`src/design/twi_pkg.sv`:
```
// twi_pkg: constants shared by the interrupt request flag logic
// assumes: no other package; every user writes twi_pkg::name
package twi_pkg;

	// bit counter of one serial frame
	localparam int unsigned CNT_W       = 4;
	localparam logic [3:0]  CNT_ZERO    = 4'h0;
	localparam logic [3:0]  CNT_ONE     = 4'h1;
	localparam logic [3:0]  CNT_SEVEN   = 4'h7;
	localparam logic [3:0]  CNT_EIGHT   = 4'h8;
	localparam logic [3:0]  CNT_NINE    = 4'h9;

	// format decode of {format_select, second_format_select}
	localparam logic [1:0]  FMT_SYNC    = 2'h3;

	// end condition mask level that lets the stop event through
	localparam logic        END_MASK_EN = 1'h0;

	// control register layout as software reads it
	localparam int unsigned CTRL_W      = 8;
	localparam int unsigned FLAG_POS    = 1;
	localparam logic        FLAG_RST    = 1'h0;
	localparam logic        CLEAR_VAL   = 1'h0;

	// indices of the watched status flags
	localparam int unsigned N_FLAGS     = 9;
	localparam int unsigned F_TXE       = 0;
	localparam int unsigned F_RXF       = 1;
	localparam int unsigned F_ACK       = 2;
	localparam int unsigned F_ARB       = 3;
	localparam int unsigned F_AM        = 4;
	localparam int unsigned F_AM2       = 5;
	localparam int unsigned F_GC        = 6;
	localparam int unsigned F_STOP      = 7;
	localparam int unsigned F_ERROR_END_SEEN_FLAG      = 8;

	// frame phase, gray coded along idle -> address -> data
	typedef enum logic [1:0] {
		TWI_IDLE = 2'h0,
		TWI_ADDR = 2'h1,
		TWI_DATA = 2'h3
	} twi_phase_e;

endpackage

```
`src/design/twi_line_sense.sv`:
```
// twi_line_sense: samples the two bus lines and reports edges
// assumes: lines arrive asynchronously; one system clock domain
`timescale 1ns/10ps
`default_nettype none

module twi_line_sense (
	// clock and reset
	input  wire logic sys_clk_i,
	input  wire logic reset_i,
	// bus lines
	input  wire logic scl_i,
	input  wire logic sda_i,
	// decoded line events, one-cycle pulses
	output logic      scl_rise_o,
	output logic      scl_fall_o,
	output logic      start_det_o,
	output logic      stop_det_o
);

	typedef struct packed {
		logic [1:0] scl_meta;
		logic [1:0] sda_meta;
		logic       scl_s;
		logic       sda_s;
		logic       scl_p;
		logic       sda_p;
	} twi_sense_s;

	twi_sense_s st_q;
	twi_sense_s st_d;

	////////////////////////////////////////////////////////////////
	// first stage feeds only the second; edges use the later copies
	always_comb begin
		st_d          = st_q;
		st_d.scl_meta = {st_q.scl_meta[0], scl_i};
		st_d.sda_meta = {st_q.sda_meta[0], sda_i};
		st_d.scl_s    = st_q.scl_meta[1];
		st_d.sda_s    = st_q.sda_meta[1];
		st_d.scl_p    = st_q.scl_s;
		st_d.sda_p    = st_q.sda_s;
	end

	always_ff @(posedge sys_clk_i) begin
		if (reset_i) begin
			st_q <= '{scl_meta: 2'h3, sda_meta: 2'h3, default: 1'h1};
		end else begin
			st_q <= st_d;
		end
	end

	////////////////////////////////////////////////////////////////
	assign scl_rise_o  = st_q.scl_s & ~st_q.scl_p;
	assign scl_fall_o  = ~st_q.scl_s & st_q.scl_p;
	// sda moving while scl stays high marks start or stop
	assign start_det_o = st_q.scl_s & st_q.scl_p & ~st_q.sda_s & st_q.sda_p;
	assign stop_det_o  = st_q.scl_s & st_q.scl_p & st_q.sda_s & ~st_q.sda_p;

endmodule

`default_nettype wire

```
`src/design/twi_irq_flag.sv`:
```
// twi_irq_flag: interrupt request flag of the two-wire module
// assumes: status flags come from controller logic on sys_clk_i;
// bus lines come from pins and are synchronised in twi_line_sense
//
// What this block does
// - flag tells cpu the module requests interrupt
// - set timing follows format, wait, ack check
// - master start seen with tx empty sets
// - wait mode: sets at 8th clock fall
// - no wait: sets at 9th clock rise
// - arbitration lost: sets after slave address frame
// - ack check on, ack one received sets
// - arbitration lost flag with enable sets
// - own address match, then each 9th rise
// - general call match, then each 9th rise
// - stop or error end sets, unless masked
// - serial format: sets at 8th clock rise
// - serial format: start condition sets
// - start in transmit mode with tx empty
// - tx empty or rx full rising sets
// - write zero after reading one clears
// - transfer controller data access clears
// - flag at control bit 1, resets 0
// - writing one to flag does nothing
`timescale 1ns/10ps
`default_nettype none

module twi_irq_flag (
	// clock and reset
	input  wire logic        sys_clk_i,
	input  wire logic        reset_i,
	// bus lines
	input  wire logic        scl_i,
	input  wire logic        sda_i,
	// configuration
	input  wire logic        format_select_i,
	input  wire logic        second_format_select_i,
	input  wire logic        wait_insert_i,
	input  wire logic        ack_check_enable_i,
	input  wire logic        arb_lost_irq_enable_i,
	input  wire logic        end_irq_mask_i,
	input  wire logic        transmit_i,
	input  wire logic        start_issued_i,
	// status flags of the controller
	input  wire logic        tx_empty_flag_i,
	input  wire logic        rx_full_flag_i,
	input  wire logic        received_ack_bit_i,
	input  wire logic        arb_lost_flag_i,
	input  wire logic        addr_match_flag_i,
	input  wire logic        second_addr_match_flag_i,
	input  wire logic        general_call_flag_i,
	input  wire logic        stop_seen_flag_i,
	input  wire logic        error_end_seen_flag_i,
	// software access to the control register
	input  wire logic        ctrl_read_i,
	input  wire logic        ctrl_write_i,
	input  wire logic        ctrl_wflag_i,
	// transfer controller access to the data register
	input  wire logic        xfer_data_access_i,
	input  wire logic        xfer_clear_en_i,
	// results
	output logic             irq_request_flag_o,
	output logic [7:0]       ctrl_rdata_o,
	output logic             set_event_o
);

	////////////////////////////////////////////////////////////////
	// format decode

	function automatic logic is_sync(input logic fs, input logic second_format_select);
		is_sync = ({fs, second_format_select} == twi_pkg::FMT_SYNC);
	endfunction

	typedef struct packed {
		logic                 flag;
		logic                 read_one;
		logic [3:0]           cnt;
		twi_pkg::twi_phase_e  phase;
		logic                 slave_rep;
		logic                 start_pend;
		logic                 lost_pend;
		logic [8:0]           prev;
	} twi_flag_s;

	twi_flag_s st_q;
	twi_flag_s st_d;

	logic       scl_rise;
	logic       scl_fall;
	logic       start_det;
	logic       stop_det;
	logic [8:0] flags;
	logic [8:0] rise;
	logic       sync_fmt;
	logic       rise_8;
	logic       rise_9;
	logic       fall_8;
	logic       set_any;
	logic       clr_any;

	twi_line_sense u_sense (
		.sys_clk_i   (sys_clk_i),
		.reset_i     (reset_i),
		.scl_i       (scl_i),
		.sda_i       (sda_i),
		.scl_rise_o  (scl_rise),
		.scl_fall_o  (scl_fall),
		.start_det_o (start_det),
		.stop_det_o  (stop_det)
	);

	assign flags = {error_end_seen_flag_i, stop_seen_flag_i,
		general_call_flag_i, second_addr_match_flag_i,
		addr_match_flag_i, arb_lost_flag_i, received_ack_bit_i,
		rx_full_flag_i, tx_empty_flag_i};

	// flags share our clock, so edges need no synchroniser
	genvar gi;
	generate
		for (gi = 0; gi < twi_pkg::N_FLAGS; gi++) begin : g_rise
			assign rise[gi] = flags[gi] & ~st_q.prev[gi];
		end
	endgenerate

	assign sync_fmt = is_sync(format_select_i, second_format_select_i);
	assign rise_8   = scl_rise & (st_q.cnt == twi_pkg::CNT_SEVEN);
	assign rise_9   = scl_rise & (st_q.cnt == twi_pkg::CNT_EIGHT);
	assign fall_8   = scl_fall & (st_q.cnt == twi_pkg::CNT_EIGHT);

	////////////////////////////////////////////////////////////////
	// set sources

	always_comb begin
		set_any = 1'h0;
		if (sync_fmt) begin
			set_any = set_any | rise_8;
			set_any = set_any | start_det;
		end else begin
			// wait mode moves the frame interrupt to the 8th fall
			if (wait_insert_i) begin
				set_any = set_any | fall_8;
			end else begin
				set_any = set_any | rise_9;
			end
			set_any = set_any | (st_q.lost_pend & rise_9);
			set_any = set_any | rise[twi_pkg::F_AM]
				| rise[twi_pkg::F_AM2];
			set_any = set_any | rise[twi_pkg::F_GC];
			set_any = set_any | (st_q.slave_rep & rise_9);
			set_any = set_any | ((end_irq_mask_i == twi_pkg::END_MASK_EN)
				& (rise[twi_pkg::F_STOP] | rise[twi_pkg::F_ERROR_END_SEEN_FLAG]));
		end
		set_any = set_any | (st_q.start_pend & rise[twi_pkg::F_TXE]);
		set_any = set_any | (ack_check_enable_i
			& rise[twi_pkg::F_ACK]);
		set_any = set_any | (arb_lost_irq_enable_i
			& rise[twi_pkg::F_ARB]);
		set_any = set_any | (transmit_i & st_q.start_pend
			& rise[twi_pkg::F_TXE]);
		set_any = set_any | rise[twi_pkg::F_TXE]
			| rise[twi_pkg::F_RXF];
	end

	// a zero write after reading one, or an enabled transfer access, clears; a one is ignored
	assign clr_any = (ctrl_write_i & (ctrl_wflag_i == twi_pkg::CLEAR_VAL)
		& st_q.read_one)
		| (xfer_data_access_i & xfer_clear_en_i);

	////////////////////////////////////////////////////////////////
	// next state

	always_comb begin
		st_d      = st_q;
		st_d.prev = flags;

		// set wins over any clear in the same cycle
		if (set_any) begin
			st_d.flag = 1'h1;
		end else if (clr_any) begin
			st_d.flag = twi_pkg::FLAG_RST;
		end

		if (ctrl_read_i & st_q.flag) begin
			st_d.read_one = 1'h1;
		end else if (ctrl_write_i) begin
			st_d.read_one = 1'h0;
		end

		if (scl_rise) begin
			if ((st_q.cnt == twi_pkg::CNT_NINE)
				|| (sync_fmt && st_q.cnt == twi_pkg::CNT_EIGHT)) begin
				st_d.cnt = twi_pkg::CNT_ONE;
			end else begin
				st_d.cnt = st_q.cnt + twi_pkg::CNT_ONE;
			end
		end

		if (arb_lost_flag_i & ~st_q.prev[twi_pkg::F_ARB]) begin
			st_d.lost_pend = 1'h1;
		end
		if (rise[twi_pkg::F_AM] | rise[twi_pkg::F_AM2]
			| rise[twi_pkg::F_GC]) begin
			st_d.slave_rep = 1'h1;
		end

		case (st_q.phase)
			twi_pkg::TWI_IDLE: begin
				st_d.slave_rep = 1'h0;
			end
			twi_pkg::TWI_ADDR: begin
				if (rise_9) begin
					st_d.phase     = twi_pkg::TWI_DATA;
					st_d.lost_pend = 1'h0;
				end
			end
			twi_pkg::TWI_DATA: begin
			end
			default: begin
				st_d.phase = twi_pkg::TWI_IDLE;
			end
		endcase

		if (st_q.start_pend & rise[twi_pkg::F_TXE]) begin
			st_d.start_pend = 1'h0;
		end

		// start or stop ends any repeated slave interrupts
		if (start_det) begin
			st_d.phase      = twi_pkg::TWI_ADDR;
			st_d.cnt        = twi_pkg::CNT_ZERO;
			st_d.slave_rep  = 1'h0;
			st_d.start_pend = start_issued_i | transmit_i;
		end else if (stop_det) begin
			st_d.phase      = twi_pkg::TWI_IDLE;
			st_d.cnt        = twi_pkg::CNT_ZERO;
			st_d.slave_rep  = 1'h0;
			st_d.lost_pend  = 1'h0;
			st_d.start_pend = 1'h0;
		end
	end

	always_ff @(posedge sys_clk_i) begin
		if (reset_i) begin
			st_q <= '{phase: twi_pkg::TWI_IDLE, default: '0};
		end else begin
			st_q <= st_d;
		end
	end

	////////////////////////////////////////////////////////////////
	// outputs

	assign irq_request_flag_o = st_q.flag;
	assign set_event_o        = set_any;

	always_comb begin
		ctrl_rdata_o                    = '0;
		ctrl_rdata_o[twi_pkg::FLAG_POS] = st_q.flag;
	end
endmodule

`default_nettype wire

```
`config.mk`:
```
export PLATFORM = sky130hd
export DESIGN_NAME = twi_irq_flag
export DESIGN_NICKNAME = d
export VERILOG_FILES = /design/src/design/twi_pkg.sv /design/src/design/twi_line_sense.sv /design/src/design/twi_irq_flag.sv
export SDC_FILE = /design/constraint.sdc
export NUM_CORES = 1
export LEC_CHECK = 0
export ABC_AREA = 1
export ABC_CLOCK_PERIOD_IN_PS = 1500
export BUFFER_PORTS_ARGS = -buffer_cell sky130_fd_sc_hd__buf_2
export CAP_MARGIN = 5
export CORE_ASPECT_RATIO = 0.9
export CORE_UTILIZATION = 30
export DETAILED_ROUTE_END_ITERATION = 10
export HOLD_SLACK_MARGIN = 0.15
export PLACE_DENSITY = 0.62
export SLEW_MARGIN = 5
export SYNTH_ARGS = -nofsm -noshare
export SYNTH_HDL_FRONTEND = slang
export SYNTH_HIERARCHICAL = 1
export SYNTH_SLANG_ARGS = --single-unit
```
`constraint.sdc`:
```
create_clock -name sys_clk_i -period 1.5 [get_ports sys_clk_i]
set_clock_uncertainty 0.05 [all_clocks]
set_input_delay 0.075 -clock sys_clk_i [delete_from_list [all_inputs] [get_ports sys_clk_i]]
set_output_delay 0.075 -clock sys_clk_i [all_outputs]
set_load 0.005 [all_outputs]
```
==> flow_summary.yaml <==
sta:
  setup_viol: 1
  timing.final.crit_share: 1.04
  max_freq_mhz: 642
  finalMaxSlewViolations: 0
  fin_crit_ns: 1.56
  grt_setup_unrepaired: "yes"
  timing.setup.tns_ns: -0.0582
  worst_slack_ns: -0.0582
  finalHoldViolations: 0
critical_path:
  required_ns: 1.37
  path_cells: "ha_2 -> nand2_1 -> nor2_2 -> nand2_1 -> a21oi_2 -> nor2_1 -> nand2_1 -> buf_2"
  cpMaxStageDelayCell: "dfxtp_4"
  cpMostUsedCell: "nand2_1"
  max_stage_delay_ns: 0.39
  cp_max_fo: 4
  path_class: "flop to output port"
  crit_path_start_kind: "flop"
  endpoint_kind: "output port"
  cp.arrival_ns: 1.43
power:
  switching_share: 0.231
  p_switching_mw: 0.311
  p_seq_frac: 0.561
  peakVddDrop_mv: 0.639
  total_power_mw: 1.34
  intPower_mw: 1.03
  combPwrFrac: 0.136
  clockPowerShare: 0.303
  p_per_area_nw_per_um2: 749
  p_leak_nw: 0.894
yosys:
  syn_inst: 173
  synth_top_area_frac: 0.435
  netlist_top_cells_area: "dfxtp_1 44%, inv_1 11%, nand2_1 11%"
  yosysUniqueCellTypes: 23
  seq_area_frac_synth: 0.435
  yosys_register_bits: 27
  yosys_warnings: 6
  synth_edf_count: 0
  synth_top_area_cell: "dfxtp_1"
  synth_area_per_cell_sq_um: 7.18
  synth_common_cells: "36 x inv_1, 36 x nand2_1, 27 x dfxtp_1"
  synthArstFlopShare: 0
  synth_top_flop_cell: "dfxtp_1"
  syn_area_sq_um: 1240
layout:
  utilization: 0.467
  drive_above_1_share: 0.236
  final_cells: 279
  area_growth_pct: 44.3
  fin_nets: 265
  n_antenna_cell: 0
die:
  fp.dieW_microns: 69.8
  io-pin-count: 36
  initial_core_util: 0.324
  die_h_microns: 63.1
  num_rows: 21
  dieArea_sq_um: 4400
  core_area_sq_um: 3840
drt:
  drc: 0
  via_count: 1166
  via_per_inst: 4.18
  drt-total-wl_microns: 2450
  drt_pre_antenna_iters: 4
  wl_per_cell_microns: 8.79
  final_antenna_net_count: 0
  drtIter0Drc: 77
grt:
  grt_util_all_layers: 0.120
  overflow: 0
  grt_pass1_vias: 1072
  antenna_found_initial: 0
  grt_max_degree: 19
  grt_first_pass_wirelength_microns: 4220
clocking:
  clock_latency_ns: 0.27
  cts_tree: "done"
  cts-root-buf: "clkbuf_8"
  cts.sinks: 27
  cts.reportedPaths.clkPinSlew_ns: 0.09
  clockBufferDepth: 2
  htreeDepth: 1
  cts_buffers: 3
placed_design:
  dp_slack_ns: 0.111
  port_buffers: 26
  hpwl_microns: 1580
  gp_congestion: 0.792
  placed_cells: 244
status:
  status: "finished with violations"
  violations: "setup timing"
run:
  cap_violations: 0
worst_hold_path:
  min_path_type: "primary input to flop"
power by group through the flow:
stage               combinational [mW]  sequential [mW]  clock, mW
floorplan                       0.0887            0.769          0
global placement                 0.126            0.771          0
detailed placement               0.127            0.771          0
CTS                              0.178            0.755      0.423
global route                     0.209            0.757      0.466
finish                           0.183            0.753      0.407
sequential cells by signal (all words and copies together) (netlist names):
name / flops
st_q: 18
u_sense/st_q: 2
u_sense/st_d: 6
irq_request_flag_o: 1
metrics by stage:
step	hold slack (ns)	instance area (sq um)
2_1_floorplan	0.0941	1260
3_3_place_gp	0.203	1400
3_5_place_dp	0.204	1400
4_1_cts	0.167	1750
5_1_grt	0.179	1790
6_report	0.178	1790
routing by layer:
| layer | vias to the layer above | track usage | routed length, microns |
|---|---|---|---|
| li1 | 628 | - | - |
| met1 | 512 | 0.134 | 1090 |
| met2 | 24 | 0.216 | 1240 |
| met3 | 2 | 0.0368 | 100 |
| met4 | 0 | 0.0375 | 24 |
| met5 | - | 0 | 0 |
timing repair:
item / CTS / global route
resized for setup: 9 / 9
hold buffers: 25 / 0
pin swaps: 3 / 7
setup endpoints to repair: 1 / 2
setup buffers: 3 / 3
gates cloned: 0 / 0
hold endpoints to repair: 14 / 0
cell families after synthesis:
logic type | Yosys count | share of synthesized area
compound gates | 15 | 0.0695
other cells | 1 | 0.00302
fa+ha+maj | 5 | 0.0504
buf+inv | 45 | 0.160
flops | 27 | 0.435
simple gates | 80 | 0.282
critical path, delay by kind of cell, from the launching register on:
| kind | cells | cell delay (ns) |
|---|---|---|
| buf+inv | 1 | 0.11 |
| fa+ha+maj | 1 | 0.18 |
| compound gates | 1 | 0.11 |
| flops | 1 | 0.39 |
| simple gates | 5 | 0.39 |
final timing paths:
check,startpoint,to,slack (ns),cells after the start
max,st_q[14],set_event_o,-0.06,8
min,ctrl_wflag_i,irq_request_flag_o,0.18,7
max reg2reg,st_q[14],st_q[12],0.15,8
min reg2reg,u_sense/st_d[5],u_sense/st_d[2],0.36,1
layout by cell type, fill, tap and decap left out:
master         instances
nand2_1               36
inv_1                 31
buf_2                 26
dlygate4sd3_1         25
dfxtp_1               24
nor2_1                23
buf_4                  8
conb_1                 7
or2_1                  6
o21ai_0                5
a21oi_1                5
inv_2                  4
nand3_1                4
ha_1                   3
clkbuf_8               3
nor2_4                 2
nor2_2                 2
nand4_1                2
a31oi_1                2
nor3_1                 2
dfxtp_2                2
nand3_4                1
nand3b_1               1
a21oi_2                1
inv_4                  1
a211oi_1               1
o21bai_2               1
nor4_1                 1
ha_4                   1
ha_2                   1
clkinvlp_4             1
dfxtp_4                1
area by class of cell:
cell class	instances	area [sq um]
Inverter	36	138
Fill cell	383	2040
Timing Repair Buffer	59	440
Multi-Input combinational cell	107	562
Sequential cell	27	547
Clock inverter	1	7.51
Tap cell	46	57.6
Clock buffer	3	41.3
Note: power is estimated with default switching activity, not from simulation.
